<file path="src/pkg/ref_select_pkg.sv">
// package for the reference selection and switchover block
// assumes one 250 MHz control clock and a 32-bit word register port
package ref_select_pkg;
    localparam int DATA_W  = 32;
    localparam int ADDR_W  = 8;
    localparam int PRIO_W  = 3;
    localparam int PHASE_W = 16;
    localparam int FREQ_W  = 16;
    localparam int DIV_W   = 8;
    localparam int VTIME_W = 16;
    localparam int SLEW_W  = 16;
    localparam int MON_W   = 4;
    localparam int CTRL_W  = 9;

    // register byte offsets
    localparam logic [ADDR_W-1:0] OFS_CTRL   = 8'h00;
    localparam logic [ADDR_W-1:0] OFS_PRIO   = 8'h04;
    localparam logic [ADDR_W-1:0] OFS_MON    = 8'h08;
    localparam logic [ADDR_W-1:0] OFS_VTIME  = 8'h0c;
    localparam logic [ADDR_W-1:0] OFS_SLEW   = 8'h10;
    localparam logic [ADDR_W-1:0] OFS_DIV    = 8'h14;
    localparam logic [ADDR_W-1:0] OFS_STATUS = 8'h18;
    localparam logic [ADDR_W-1:0] OFS_OFFSET = 8'h1c;

    // field positions
    localparam int PRIO0_LSB  = 0;
    localparam int PRIO1_LSB  = 4;
    localparam int MON0_LSB   = 0;
    localparam int MON1_LSB   = 8;
    localparam int STEP_LSB   = 0;
    localparam int TIMER_LSB  = 16;
    localparam int DIV0_LSB   = 0;
    localparam int DIV1_LSB   = 8;
    localparam int ST_NOHITLESS = 8;

    // reset values
    localparam logic [PRIO_W-1:0]  PRIO0_RST = 3'h1;
    localparam logic [PRIO_W-1:0]  PRIO1_RST = 3'h2;
    localparam logic [MON_W-1:0]   MON_RST   = 4'h7;
    localparam logic [VTIME_W-1:0] VTIME_RST = 16'h0100;
    localparam logic [SLEW_W-1:0]  STEP_RST  = 16'h0001;
    localparam logic [SLEW_W-1:0]  TIMER_RST = 16'h0010;
    localparam logic [DIV_W-1:0]   DIV_RST   = 8'h01;

    typedef enum logic [1:0] {
        MODE_AUTO_REV, MODE_AUTO_NONREV, MODE_MAN_FALLBACK, MODE_MAN_HOLDOVER
    } sel_mode_type;

    typedef enum logic [1:0] {ST_FREERUN, ST_TRACK, ST_HOLDOVER} loop_state_type;

    // per-input monitor flags, high = monitor flags a fault
    typedef struct packed {
        logic phase_valid;
        logic runt;
        logic missing;
        logic freq;
    } mon_flags_type;

    typedef struct packed {
        logic         status_pin_sel;
        logic         pps_mode;
        logic         zero_delay_sync;
        logic         phase_slew_enable;
        logic         phase_cancel_enable;
        logic         man_pin_source;
        logic         manual_ref_select;
        sel_mode_type mode;
    } ctrl_type;

    localparam ctrl_type CTRL_RST = ctrl_type'(9'h010);
endpackage

</file>
<file path="src/design/ref_select_switchover.sv">
// reference selection and hitless switchover control for one loop
// assumes monitor flags, phases and loop status arrive on clock_in;
// the manual select pin is asynchronous and is synchronised here
`timescale 1ns/10ps
`default_nettype none
module ref_select_switchover
    import ref_select_pkg::*;
(
    // clock and reset
    input  wire logic                       clock_in,
    input  wire logic                       rst_n_in,
    // register port
    input  wire logic [ADDR_W-1:0]          addr_in,
    input  wire logic [DATA_W-1:0]          wr_data_in,
    input  wire logic                       wr_en_in,
    input  wire logic                       rd_en_in,
    output logic [DATA_W-1:0]               rd_data_out,
    // reference monitors and measurements
    input  wire mon_flags_type              mon_flags0_in,
    input  wire mon_flags_type              mon_flags1_in,
    input  wire logic signed [PHASE_W-1:0]  phase0_in,
    input  wire logic signed [PHASE_W-1:0]  phase1_in,
    input  wire logic [FREQ_W-1:0]          freq0_in,
    input  wire logic [FREQ_W-1:0]          freq1_in,
    // loop status and pins
    input  wire logic                       history_valid_in,
    input  wire logic                       dpll_locked_in,
    input  wire logic                       man_sel_pin_in,
    // selection and phase outputs
    output logic                            ref_select_out,
    output logic                            ref_active_out,
    output logic                            holdover_out,
    output logic                            freerun_out,
    output logic signed [PHASE_W-1:0]       phase_adjust_out,
    output logic                            slew_active_out,
    output logic                            status_pin_out
);
    ctrl_type           ctrl_ff;
    logic [PRIO_W-1:0]  prio0_ff, prio1_ff;
    logic [MON_W-1:0]   mon0_ff, mon1_ff;
    logic [VTIME_W-1:0] vtime_ff;
    logic [SLEW_W-1:0]  step_ff, timer_ff;
    logic [DIV_W-1:0]   div0_ff, div1_ff;
    logic               nohitless_ff;
    logic               pin_meta_ff, pin_ff;
    loop_state_type     state_ff, nxt_state;
    logic               sel_ff, nxt_sel;
    logic signed [PHASE_W-1:0] offset_ff, nxt_offset;
    logic               soft_ff;
    logic [SLEW_W-1:0]  tick_cnt_ff;
    logic               valid0, valid1, elig0, elig1;
    logic               best_ok, best_idx, man_idx, man_ok, cur_ok;
    logic               tgt_ok, tgt_idx;
    logic               sw_evt, acq_evt, flock, hitless_ok;
    logic [FREQ_W+DIV_W-1:0] prod0, prod1;
    logic signed [PHASE_W-1:0] ph_old, ph_new, mag, step;
    logic               tick;
    logic               wr_status;

    // pin passes two flops before use
    always_ff @(posedge clock_in) begin
        if (!rst_n_in) begin
            pin_meta_ff <= 1'b0;
            pin_ff      <= 1'b0;
        end else begin
            pin_meta_ff <= man_sel_pin_in;
            pin_ff      <= pin_meta_ff;
        end
    end

    // one validator per input
    ref_validator u_val0 (
        .clock_in      (clock_in),
        .rst_n_in      (rst_n_in),
        .flags_in      (mon_flags0_in),
        .enable_in     (mon0_ff),
        .valid_time_in (vtime_ff),
        .valid_out     (valid0)
    );

    ref_validator u_val1 (
        .clock_in      (clock_in),
        .rst_n_in      (rst_n_in),
        .flags_in      (mon_flags1_in),
        .enable_in     (mon1_ff),
        .valid_time_in (vtime_ff),
        .valid_out     (valid1)
    );

    // priority ranking, zero excluded, ties to input 0
    assign elig0    = valid0 && (prio0_ff != '0);
    assign elig1    = valid1 && (prio1_ff != '0);
    assign best_ok  = elig0 || elig1;
    assign best_idx = elig1 && (!elig0 || prio1_ff < prio0_ff);

    // manual choice: register field or synchronised pin
    assign man_idx = ctrl_ff.man_pin_source ? pin_ff
                                            : ctrl_ff.manual_ref_select;
    assign man_ok  = man_idx ? valid1 : valid0;
    assign cur_ok  = sel_ff ? elig1 : elig0;

    // target input for this cycle
    always_comb begin
        tgt_ok  = best_ok;
        tgt_idx = best_idx;
        unique case (ctrl_ff.mode)
            MODE_AUTO_REV: begin
                tgt_ok = best_ok;
            end
            MODE_AUTO_NONREV: begin
                if (state_ff == ST_TRACK && cur_ok) begin
                    tgt_idx = sel_ff;
                end
            end
            MODE_MAN_FALLBACK: begin
                if (man_ok) begin
                    tgt_ok  = 1'b1;
                    tgt_idx = man_idx;
                end
            end
            MODE_MAN_HOLDOVER: begin
                tgt_ok  = man_ok;
                tgt_idx = man_idx;
            end
        endcase
    end

    // loop state: track, else on leaving track holdover with history or free-run without; otherwise state held
    always_comb begin
        nxt_sel   = sel_ff;
        nxt_state = state_ff;
        if (tgt_ok) begin
            nxt_state = ST_TRACK;
            nxt_sel   = tgt_idx;
        end else if (state_ff == ST_TRACK) begin
            nxt_state = history_valid_in ? ST_HOLDOVER : ST_FREERUN;
        end
    end

    // registered select so the mux never glitches
    always_ff @(posedge clock_in) begin
        if (!rst_n_in) begin
            state_ff <= ST_FREERUN;
            sel_ff   <= 1'b0;
        end else begin
            state_ff <= nxt_state;
            sel_ff   <= nxt_sel;
        end
    end

    assign sw_evt  = state_ff == ST_TRACK && nxt_state == ST_TRACK && nxt_sel != sel_ff;
    assign acq_evt = state_ff != ST_TRACK && nxt_state == ST_TRACK;

    // locked when equal after each input's integer divider
    assign prod0 = freq0_in * div1_ff;
    assign prod1 = freq1_in * div0_ff;
    assign flock = prod0 == prod1 && freq0_in != '0;

    // pulse-per-second needs lock and no zero-delay sync
    assign hitless_ok = !ctrl_ff.pps_mode
                        || (!ctrl_ff.zero_delay_sync && dpll_locked_in);

    assign ph_old = sel_ff ? phase1_in : phase0_in;
    assign ph_new = nxt_sel ? phase1_in : phase0_in;

    // slew pacing: one step per timer period
    assign tick = tick_cnt_ff >= timer_ff;
    always_ff @(posedge clock_in) begin
        if (!rst_n_in || tick) begin
            tick_cnt_ff <= '0;
        end else begin
            tick_cnt_ff <= tick_cnt_ff + 16'h0001;
        end
    end

    // step limited release toward zero
    assign mag  = offset_ff[PHASE_W-1] ? -offset_ff : offset_ff;
    assign step = (mag > $signed(step_ff)) ? $signed(step_ff) : mag;

    // absorbed offset update
    always_comb begin
        nxt_offset = offset_ff;
        if (sw_evt) begin
            if (ctrl_ff.phase_cancel_enable && hitless_ok) begin
                nxt_offset = offset_ff + ph_old - ph_new;
            end else if (ctrl_ff.phase_slew_enable) begin
                nxt_offset = offset_ff + ph_old - ph_new;
            end else begin
                nxt_offset = '0;
            end
        end else if (acq_evt) begin
            // holdover or free-run exit: no phase jump under slew
            nxt_offset = ctrl_ff.phase_slew_enable ? -ph_new : '0;
        end else if (tick && (ctrl_ff.phase_slew_enable || soft_ff)) begin
            nxt_offset = offset_ff[PHASE_W-1] ? offset_ff + step
                                              : offset_ff - step;
        end
    end

    // unlocked switches with phase cancel on are released gradually even without slew
    always_ff @(posedge clock_in) begin
        if (!rst_n_in) begin
            offset_ff <= '0;
            soft_ff   <= 1'b0;
        end else begin
            offset_ff <= nxt_offset;
            if (sw_evt && !flock && ctrl_ff.phase_cancel_enable) begin
                soft_ff <= 1'b1;
            end else if (offset_ff == '0) begin
                soft_ff <= 1'b0;
            end
        end
    end

    // sticky non-hitless flag, set wins over clear
    assign wr_status = wr_en_in && addr_in == OFS_STATUS && wr_data_in[ST_NOHITLESS];
    always_ff @(posedge clock_in) begin
        if (!rst_n_in) begin
            nohitless_ff <= 1'b0;
        end else if (sw_evt && !hitless_ok) begin
            nohitless_ff <= 1'b1;
        end else if (wr_status) begin
            nohitless_ff <= 1'b0;
        end
    end

    // software writable configuration
    always_ff @(posedge clock_in) begin
        if (!rst_n_in) begin
            ctrl_ff  <= CTRL_RST;
            prio0_ff <= PRIO0_RST;
            prio1_ff <= PRIO1_RST;
            mon0_ff  <= MON_RST;
            mon1_ff  <= MON_RST;
            vtime_ff <= VTIME_RST;
            step_ff  <= STEP_RST;
            timer_ff <= TIMER_RST;
            div0_ff  <= DIV_RST;
            div1_ff  <= DIV_RST;
        end else if (wr_en_in) begin
            unique case (addr_in)
                OFS_CTRL: ctrl_ff <= ctrl_type'(wr_data_in[CTRL_W-1:0]);
                OFS_PRIO: begin
                    prio0_ff <= wr_data_in[PRIO0_LSB +: PRIO_W];
                    prio1_ff <= wr_data_in[PRIO1_LSB +: PRIO_W];
                end
                OFS_MON: begin
                    mon0_ff <= wr_data_in[MON0_LSB +: MON_W];
                    mon1_ff <= wr_data_in[MON1_LSB +: MON_W];
                end
                OFS_VTIME: vtime_ff <= wr_data_in[VTIME_W-1:0];
                OFS_SLEW: begin
                    step_ff  <= wr_data_in[STEP_LSB +: SLEW_W];
                    timer_ff <= wr_data_in[TIMER_LSB +: SLEW_W];
                end
                OFS_DIV: begin
                    div0_ff <= wr_data_in[DIV0_LSB +: DIV_W];
                    div1_ff <= wr_data_in[DIV1_LSB +: DIV_W];
                end
                default: ;
            endcase
        end
    end

    // read data one cycle after the strobe, zero otherwise
    always_ff @(posedge clock_in) begin
        if (!rst_n_in || !rd_en_in) begin
            rd_data_out <= '0;
        end else begin
            unique case (addr_in)
                OFS_CTRL:   rd_data_out <= DATA_W'(ctrl_ff);
                OFS_PRIO:   rd_data_out <= {25'h0, prio1_ff, 1'b0, prio0_ff};
                OFS_MON:    rd_data_out <= {20'h0, mon1_ff, 4'h0, mon0_ff};
                OFS_VTIME:  rd_data_out <= {16'h0, vtime_ff};
                OFS_SLEW:   rd_data_out <= {timer_ff, step_ff};
                OFS_DIV:    rd_data_out <= {16'h0, div1_ff, div0_ff};
                OFS_STATUS: rd_data_out <= {23'h0, nohitless_ff, flock, soft_ff,
                                            valid1, valid0, state_ff == ST_FREERUN,
                                            state_ff == ST_HOLDOVER, state_ff == ST_TRACK,
                                            sel_ff};
                OFS_OFFSET: rd_data_out <= DATA_W'($unsigned(offset_ff));
                default:    rd_data_out <= '0;
            endcase
        end
    end

    // outputs straight from flops
    always_ff @(posedge clock_in) begin
        if (!rst_n_in) begin
            ref_select_out   <= 1'b0;
            ref_active_out   <= 1'b0;
            holdover_out     <= 1'b0;
            freerun_out      <= 1'b1;
            phase_adjust_out <= '0;
            slew_active_out  <= 1'b0;
            status_pin_out   <= 1'b0;
        end else begin
            ref_select_out   <= nxt_sel;
            ref_active_out   <= nxt_state == ST_TRACK;
            holdover_out     <= nxt_state == ST_HOLDOVER;
            freerun_out      <= nxt_state == ST_FREERUN;
            phase_adjust_out <= nxt_offset;
            slew_active_out  <= nxt_offset != '0
                                && (ctrl_ff.phase_slew_enable || soft_ff);
            // pin shows selection or holdover as configured
            status_pin_out   <= ctrl_ff.status_pin_sel ? nxt_state == ST_HOLDOVER
                                                       : nxt_sel;
        end
    end
endmodule // ref_select_switchover
`default_nettype wire

</file>
<file path="src/design/ref_validator.sv">
// validation timer for one reference input
// assumes monitor flags come from logic on the same clock
`timescale 1ns/10ps
`default_nettype none
module ref_validator
    import ref_select_pkg::*;
(
    // clock and reset
    input  wire logic                clock_in,
    input  wire logic                rst_n_in,
    // monitor side
    input  wire mon_flags_type       flags_in,
    input  wire logic [MON_W-1:0]    enable_in,
    input  wire logic [VTIME_W-1:0]  valid_time_in,
    // result
    output logic                     valid_out
);
    logic [VTIME_W-1:0] clear_cnt_ff;
    logic               fault;

    // disabled monitors never disqualify
    assign fault = |(flags_in & enable_in);

    // count clean cycles, restart on any enabled flag
    always_ff @(posedge clock_in) begin
        if (!rst_n_in || fault) begin
            clear_cnt_ff <= '0;
            valid_out    <= 1'b0;
        end else if (clear_cnt_ff >= valid_time_in) begin
            valid_out <= 1'b1;
        end else begin
            clear_cnt_ff <= clear_cnt_ff + 16'h0001;
        end
    end
endmodule // ref_validator
`default_nettype wire

</file>
<file path="config.mk">
export PLATFORM = sky130hd
export DESIGN_NAME = ref_select_switchover
export DESIGN_NICKNAME = d
export VERILOG_FILES = /design/src/pkg/ref_select_pkg.sv /design/src/design/ref_select_switchover.sv /design/src/design/ref_validator.sv
export SDC_FILE = /design/constraint.sdc
export NUM_CORES = 1
export LEC_CHECK = 0
export BUFFER_PORTS_ARGS = -buffer_cell sky130_fd_sc_hd__buf_4
export CAP_MARGIN = 30
export CORE_MARGIN = 1.5
export CORE_UTILIZATION = 67
export DETAILED_ROUTE_END_ITERATION = 10
export GPL_ROUTABILITY_DRIVEN = 1
export PLACE_DENSITY = 0.88
export SYNTH_ARGS = -nofsm -noshare
export SYNTH_HDL_FRONTEND = slang
export SYNTH_SLANG_ARGS = --single-unit
</file>
<file path="constraint.sdc">
create_clock -name clock_in -period 13.8 [get_ports clock_in]
set_input_delay 1.38 -clock clock_in [delete_from_list [all_inputs] [get_ports clock_in]]
set_output_delay 1.38 -clock clock_in [all_outputs]
set_load 0.03 [all_outputs]
</file>
# [Yosys cells after proc, flatten, opt, wreduce, memory -nomap -nowiden]
# Index checks and enable logic that the tools add are counted.
[word_totals] regBits=197 inputBits=119 out_inout_bits=54
[classes] add_sub_neg=9 mul=2 n_lt_le_gt_ge=5 n_eq_ne=17 n_mux=29 bitwise=2 reduce_logical=50
[op_table] cell="$pmux W32 S8" n=1
[op_table] cell="$mux W16" n=11
[op_table] cell="$add A16 B1 Y16 const B" n=3
[op_table] cell="$ge A16 B16 Y1" n=3
[op_table] cell="$mul A16 B8 Y24" n=2
[op_table] cell="$add A16 B16 Y16" n=2
[op_table] cell="$eq A8 B5 Y1 const B" n=4
[op_table] cell="$neg A16 Y16" n=2
[op_table] cell="$reduce_bool A16 Y1" n=2
[op_table] cell="$sub A16 B16 Y16" n=2
[op_table] cell="$eq A24 B24 Y1" n=1
[op_table] cell="$logic_and A1 B1 Y1" n=17
[op_table] cell="$eq A8 B4 Y1 const B" n=2
[op_table] cell="$gt A16 B16 Y1" n=1
[op_table] cell="$logic_not A16 Y1" n=1
[op_table] cell="$mux W1" n=12
[op_table] cell="$reduce_and A2 Y1" n=6
[op_table] cell="$and A4 B4 Y4" n=2
[op_table] cell="$eq A2 B2 Y1 const B" n=4
[op_table] cell="$eq A8 B3 Y1 const B" n=1
[op_table] cell="$logic_not A8 Y1" n=1
[op_table] cell="$logic_or A1 B1 Y1" n=8
[op_table] cell="$reduce_or A4 Y1" n=2
[op_table] cell="$logic_not A1 Y1" n=7
[op_table] cell="other kinds (10)" n=17

# [Logic depth before layout (Yosys ltp)]
# Gate-level depths: netlist (run 1).
[depth] ltp_word=15 ltp_mapped=34 mapped_depth_nobuf=31

# [Hierarchy]
# From an unflattened synthesis (run 1), not the netlist that was laid out.
[hier_totals] cells_unflattened=2624 hier_area_um2=21518.1
[by_module_without_submodules] mod="ref_select_switchover" n_inst=1 cells_per_inst=2315 area_each_um2=19082.1 seq_area_each_um2=3263.1
[by_module_without_submodules] mod="ref_validator at u_val0" n_inst=1 cells_per_inst=153 area_each_um2=1232.4 seq_area_each_um2=340.3
[by_module_without_submodules] mod="ref_validator at u_val1" n_inst=1 cells_per_inst=156 area_each_um2=1203.7 seq_area_each_um2=340.3

# [Worst setup path before layout (run 1)]
# OpenSTA, ideal clock, no wires.
[synth_path] path_kind="register -> register" from="reg phase_adjust_out[3] (netlist name)" to="reg slew_active_out" setup_ns=0.122 arrival_time_ns=6.936 required_time_ns=13.678 setup_slack_ns=6.742 stages_incl_launch_ff=31 path_buffers=4 path_cell_list="dfxtp_1 > clkbuf_1 > nor4_1 > nand4_1 > o41ai_1 > xnor2_1 > ha_1 > and3_1 > nand4_1 > o32ai_1 > a211o_1 > nand2_1 > clkbuf_1 > buf_1 > buf_1 > a21oi_1 > inv_1 > ha_1 > mux2_2 > ha_1 > a211oi_1 > o21ai_0 > a31oi_1 > nor2b_1 > a31oi_1 > o21ai_0 > a21oi_1 > xor2_1 > mux2i_1 > o2111ai_1 > o311a_1"
[synth_lines] item="end signal: assignment" line_no="ref_select_switchover.sv:303" source="slew_active_out <= nxt_offset != '0"
[synth_lines] item="end: declaration" line_no="ref_select_switchover.sv:35" source="output logic slew_active_out,"

==> flow_metrics.env, run 1 <==
export IMPL_grt_overflow_total=0
export IMPL_fmax_mhz=135
export IMPL_cts_buffers=17
export IMPL_leakagePower_uw=0.0101
export IMPL_ctsHoldBuffers=0
export IMPL_grt_pass1_vias=19900
export IMPL_synth_area_per_cell_um2=8.30
export IMPL_hold_path_class="flop to flop"
export IMPL_wl_um=60500
export IMPL_p_int_uw=893
export IMPL_synthFlopType="dfxtp_1"
export IMPL_cts_tree="built"
export IMPL_finalCritPeriodShare=0.535
export IMPL_clock_root_buffer="clkbuf_16"
export IMPL_chipHeight_um=182
export IMPL_finalNetCount=3197
export IMPL_crit_arrival_ns=7.73
export IMPL_initial_core_util=0.678
export IMPL_antenna_found_initial=0
export IMPL_slew_viol_final=0
export IMPL_critPathCaptureType="flop"
export IMPL_hold_viol=0
export IMPL_power_density_nw_per_um2=53.2
export IMPL_grt_max_degree=76
export IMPL_final_cells=3114
export IMPL_relSlewSlack=0.330
export IMPL_outcome="finished clean"
export IMPL_syn_area_um2=21400
export IMPL_drc_errors=0
export IMPL_setup_viol=0
export IMPL_fin_skew_ns=0.0164
export IMPL_final_util=0.749
export IMPL_cts_clk_slew_worst_paths_ns=0.08
export IMPL_rsz0062_at_grt="no"
export IMPL_drive_gt1_frac=0.0966
export IMPL_wl_per_cell_um=19.4
export IMPL_tns_ns=0
export IMPL_path_max_fanout=13
export IMPL_grtUsageTotal=0.372
export IMPL_setup_slack_ns=6.41
export IMPL_synth_distinct_cells=85
export IMPL_drtPass1Iterations=9
export IMPL_clockBufferDepth=2
export IMPL_max_cap_violations=0
export IMPL_via_count=19400
export IMPL_place_ws_ns=6.69
export IMPL_synth_warnings=0
export IMPL_clkLatencyLatePin_ns=0.46
export IMPL_die_area_um2=32900
export IMPL_postPlaceCellArea_um2=23000
export IMPL_port_buffers=172
export IMPL_pin_count=173
export IMPL_post_cts_resized=0
export IMPL_antenna_left=0
export IMPL_ys_ff_latch=197
export IMPL_rows=65
export IMPL_htreeDepth=4
export IMPL_switching_share=0.288
export IMPL_routed_via_density=6.22
export IMPL_hpwl_um=47400
export IMPL_antenna_cells=0
export IMPL_finish_instance_area_um2=23600
export IMPL_post_cts_buffers=0
export IMPL_grt_pass1_wl_um=98300
export IMPL_drt_iter0_markers=1652
export IMPL_cp_data_required_time_ns=14.14
export IMPL_gp_congestion=0.962
export IMPL_tightest_slew_ns=1.00
export IMPL_startpoint_type="flop"
export IMPL_postSynthCellCount=2574
export IMPL_synthArstFlopShare=0
export IMPL_fp_coreArea_um2=31500
export IMPL_power_frac_seq=0.456
export IMPL_clock_sinks=197
export IMPL_seq_area_frac_synth=0.185
export IMPL_area_growth_pct=10.4
export IMPL_ir_drop_v=0.000113
export IMPL_worst_setup_path_type="flop to flop"
export IMPL_combPwrFrac=0.140
export IMPL_pwr_share_clk=0.404
export IMPL_die_w_um=182
export IMPL_p_switching_uw=360
export IMPL_dp_cells=3082
export IMPL_fin_crit_ns=7.39
export IMPL_synth_nets=3072
export IMPL_synth_edf_count=0
-- final cells by class --
type	count	area, um^2
Multi-Input combinational cell	1999	16000
Fill cell	2275	7910
Sequential cell	197	3940
Timing Repair Buffer	189	1460
Inverter	295	1110
Tap cell	402	503
Clock buffer	18	439
Clock inverter	14	155
-- metrics by stage --
stage	hold WS (ns)	power (uW)
4_1_cts	0.449	1250
3_5_place_dp	0.432	756
3_3_place_gp	0.434	749
6_report	0.459	1250
5_1_grt	0.482	1290
2_1_floorplan	0.412	686
-- cells in the mapped netlist (17+ instances only) --
cell type  count  area, um^2
and3_1        30         188
nor2_1       143         537
xnor2_1      108         946
nand3_1       59         295
fa_1         184        3680
nor3_1        39         195
a21o_1        36         270
ha_1         195        2440
inv_1        294        1100
and2_1       239        1500
a22oi_1       38         285
mux2_2        17         191
o21ai_0       65         325
dfxtp_1      197        3940
nand4_1       30         188
a31oi_1       23         144
clkbuf_1      69         259
xor2_1        69         604
nand2_1      294        1100
mux2i_1       53         531
a21oi_1      162         811
-- worst paths after layout --
path                            start         endpoint  slack [ns]  cells after the start
setup / recovery  phase_adjust_out[3]  slew_active_out        6.41                     26
hold / removal            pin_meta_ff           pin_ff        0.46                      1
setup reg to reg  phase_adjust_out[3]  slew_active_out        6.41                     26
hold reg to reg           pin_meta_ff           pin_ff        0.46                      1
-- placed cells by master (no fill, tap or decap), types with 23 or more instances in the layout --
cell and instances:
ha_1 195, nor2_1 141, xor2_1 69, a21oi_1 162
a21o_1 36, nor3_1 37, nand4_1 30, a22oi_1 38
nand2_1 294, fa_1 184, xnor2_1 108, and3_1 30
buf_4 187, and2_1 239, dfxtp_1 197, mux2i_1 53
a31oi_1 23, o21ai_0 65, inv_1 294, nand3_1 59
-- power by group through the flow --
stage	sequential, uW	combinational, uW	clock (uW)
6_report	572	175	507
5_1_grt	572	192	524
4_1_cts	572	172	503
3_5_place_dp	585	171	0
3_3_place_gp	585	164	0
2_1_floorplan	584	102	0
-- registers in the layout (all words and copies together), names as in the netlist, 2 cells and up --
| register | cells |
|---|---|
| div1_ff | 8 |
| vtime_ff | 16 |
| prio1_ff | 3 |
| state_ff | 2 |
| ctrl_ff | 9 |
| u_val1.clear_cnt_ff | 16 |
| phase_adjust_out | 16 |
| mon1_ff | 4 |
| tick_cnt_ff | 16 |
| mon0_ff | 4 |
| u_val0.clear_cnt_ff | 16 |
| timer_ff | 16 |
| div0_ff | 8 |
| rd_data_out | 32 |
| prio0_ff | 3 |
| step_ff | 16 |
-- layer usage --
layer / up-vias / share of wire / global-route usage
met5: - / 0 / 0
met3: 241 / 0.079 / 0.0618
met1: 9277 / 0.39 / 0.454
met2: 969 / 0.47 / 0.634
met4: 0 / 0.054 / 0.197
li1: 8888 / - / -
-- kinds of logic (layout without fill, tap and decap cells) --
logic type	after synthesis	in the layout	share of synthesized area
and+or+nand+nor	920	920	0.216
AOI/OAI and AO/OA	453	453	0.138
adders and majority gates	379	379	0.287
buffers and inverters	378	516	0.0686
DFF	197	197	0.185
xor gates and xnor gates	177	177	0.0726
muxes	70	70	0.0338
-- worst max-delay path: stages, from the launching register on --
cell	delay, ns
dfxtp_1	0.49
nor4_1	0.70
nand4_1	0.27
o41ai_1	0.37
xnor2_1	0.17
ha_1	0.34
and3_1	0.17
nand4_1	0.14
o32ai_1	0.44
a211o_1	0.19
nand2_1	0.24
o21ai_0	0.34
inv_1	0.08
ha_1	0.27
mux2_2	0.28
ha_1	0.29
a211oi_1	0.34
o21ai_0	0.21
nand3_1	0.11
nand4b_1	0.16
a21bo_2	0.25
a31oi_1	0.19
xnor2_1	0.08
mux2_2	0.27
a221oi_1	0.42
nand4_1	0.13
o311a_1	0.36
Power figures use the tool's default switching activity.
==> run 2: changes to the inputs <==
ABC_AREA = 1   (was unset)
CORE_UTILIZATION = 63   (was 67)
PLACE_DENSITY = 0.83   (was 0.88)
clock period = 6.9 ns   (was 13.8 ns; I/O delays follow)
==> run 2 against run 1 <==
  * Wire length up 4.6%
  * Register-to-register slack lost 5.7 ns
  * Global-route usage shrank 1.7 points
  * First-iteration DRC count down 9.0%
  * Final area increased by 2.0%
  * Die area is 9.0% higher
  * Largest cell class unchanged
==> flow_metrics.env, run 2 <==
export IMPL_synth_edf_count=0
export IMPL_dp_cells=3686
export IMPL_path_max_fanout=13
export IMPL_grt_max_degree=90
export IMPL_reg2reg_from="phase_adjust_out[0]"
export IMPL_worst_path_most_repeated_cell="nand2_1"
export IMPL_mostFrequentLayoutCells="inv_1, nand2_1, a21oi_1"
export IMPL_synthFlopType="dfxtp_1"
export IMPL_antenna_left=0
export IMPL_clkLatencyLatePin_ns=0.45
export IMPL_crit_slowest_cell="ha_1"
export IMPL_seq_area_frac_synth=0.180
export IMPL_synthArstFlopShare=0
export IMPL_slew_viol_final=0
export IMPL_outcome="finished clean"
export IMPL_critPathCaptureType="flop"
export IMPL_fp_coreArea_um2=34400
export IMPL_port_buffers=172
export IMPL_fin_skew_ns=0.0122
export IMPL_clockBufferDepth=2
export IMPL_grt_pass1_wl_um=102000
export IMPL_fmax_mhz=162
export IMPL_finalCritPeriodShare=0.895
export IMPL_r2r_slack_ns=0.72
export IMPL_cp_slowest_stage_delay_ns=0.38
export IMPL_synth_area_per_cell_um2=6.93
export IMPL_relSlewSlack=0.389
export IMPL_final_cells=3718
export IMPL_postSynthCellCount=3162
export IMPL_rr_worst_depth=41
export IMPL_max_cap_violations=0
export IMPL_holdPathStages=2
export IMPL_area_growth_pct=9.72
export IMPL_finalNetCount=3748
export IMPL_path_delay_family="simple AND/OR/NAND/NOR gates"
export IMPL_yosysMostFrequentCell="inv_1"
export IMPL_clock_sinks=197
export IMPL_cts_buffers=17
export IMPL_fin_crit_ns=6.18
export IMPL_drive_gt1_frac=0.0846
export IMPL_routed_via_density=5.63
export IMPL_setup_viol=0
export IMPL_worst_setup_path_type="flop to flop"
export IMPL_drc_errors=0
export IMPL_hold_viol=0
export IMPL_synth_top_area_cell="dfxtp_1"
export IMPL_grt_pass1_vias=20900
export IMPL_ys_ff_latch=197
export IMPL_ctsHoldBuffers=0
export IMPL_final_util=0.700
export IMPL_crit_arrival_ns=6.53
export IMPL_rows=68
export IMPL_hpwl_um=50700
export IMPL_power_density_nw_per_um2=106
export IMPL_cts_clk_slew_worst_paths_ns=0.08
export IMPL_crit_buf_inv=4
export IMPL_drt_iter0_markers=1503
export IMPL_leakagePower_uw=0.0132
export IMPL_hold_path_class="flop to flop"
export IMPL_gp_congestion=0.966
export IMPL_antenna_cells=0
export IMPL_tns_ns=0
export IMPL_die_area_um2=35900
export IMPL_synth_common_cells="inv_1, nand2_1, a21oi_1, dfxtp_1, ha_1"
export IMPL_syn_area_um2=21900
export IMPL_clock_root_buffer="clkbuf_16"
export IMPL_initial_core_util=0.638
export IMPL_min_from="pin_meta_ff"
export IMPL_min_to="pin_ff"
export IMPL_synth_warnings=0
export IMPL_fill_cells=3000
export IMPL_die_w_um=190
export IMPL_chipHeight_um=190
export IMPL_antenna_found_initial=0
export IMPL_largest_reg_flops=32
export IMPL_post_cts_buffers=0
export IMPL_top_register="rd_data_out"
export IMPL_via_count=20900
export IMPL_drtPass1Iterations=6
export IMPL_reg2reg_to="slew_active_out"
export IMPL_grtUsageTotal=0.355
export IMPL_wl_um=63200
export IMPL_cp_data_required_time_ns=7.25
export IMPL_grt_overflow_total=0
export IMPL_tightest_slew_ns=0.915
export IMPL_startpoint_type="flop"
export IMPL_yosys_top_cells_area="dfxtp_1, fa_1, inv_1"
export IMPL_layout_commonest_cell="inv_1"
export IMPL_htreeDepth=4
export IMPL_synth_distinct_cells=58
export IMPL_wl_per_cell_um=17.0
export IMPL_synth_top_cell_area_share=0.180
export IMPL_pin_count=173
export IMPL_cts_tree="built"
export IMPL_ir_drop_v=0.000198
export IMPL_synth_nets=3660
run 2: layer usage:
metal,wire length (um),global-route usage,up-vias
met1,25300,0.427,9902
met3,4320,0.0450,154
met2,31300,0.639,819
met4,2340,0.146,0
li1,-,-,10000
met5,0,0,-
run 2: worst max-delay path by stage:
stage	from	to	slack (ns)	depth (start not counted)
floorplan	phase_adjust_out[1]	slew_active_out	1.40	43
global placement	phase_adjust_out[0]	slew_active_out	0.77	40
detailed placement	phase_adjust_out[0]	slew_active_out	0.52	39
CTS	phase_adjust_out[0]	slew_active_out	0.47	39
global route	phase_adjust_out[0]	slew_active_out	-0.02	42
finish	phase_adjust_out[0]	slew_active_out	0.72	41
run 2: worst min-delay path, cell delays in order, from the launching register on:
cell	delay, ns
dfxtp_1	0.31
nand2_1	0.05
inv_1	0.04
run 2: cells by family (layout without fill, tap and decap cells):
family	after synthesis	in the layout	synth area share
flops	197	197	0.180
xor+xnor	112	112	0.0460
mux	4	4	0.00188
buf+inv	837	938	0.145
compound gates	535	535	0.136
fa+ha+maj	379	379	0.279
simple gates	1098	1098	0.212
run 2: cell type report:
class | count | area [um^2] | share of cell area
multi-input combinational | 2128 | 14800 | 0.616
tap | 455 | 569 | 0.0237
sequential | 197 | 3940 | 0.164
timing repair buffer | 190 | 1430 | 0.0593
clock buffer | 19 | 443 | 0.0184
inverter | 716 | 2690 | 0.112
clock inverter | 13 | 159 | 0.00661
run 2: what timing repair did:
action / in CTS / in global routing
resized for setup: 0 / 10
endpoints found under the setup margin: 0 / 3
hold endpoints to repair: 0 / 0
run 2: where the power goes:
part           leakage (uW)  total (uW)  internal, uW  switching, uW
logic                0.0113         373           147            226
clock network      0.000292        1030           528            507
registers           0.00159        1140          1140           3.90
total                0.0132        2550          1810            737
run 2: metrics by stage:
step                      power, uW  cell area [um^2]  worst slack, ns  hold WS (ns)
after floorplan                1410             21900             1.40         0.390
after global placement         1530             23400            0.768         0.400
after detailed placement       1540             23400            0.519         0.405
after CTS                      2540             24000            0.471         0.422
after global routing           2640             24000          -0.0189         0.436
final                          2550             24000            0.725         0.420
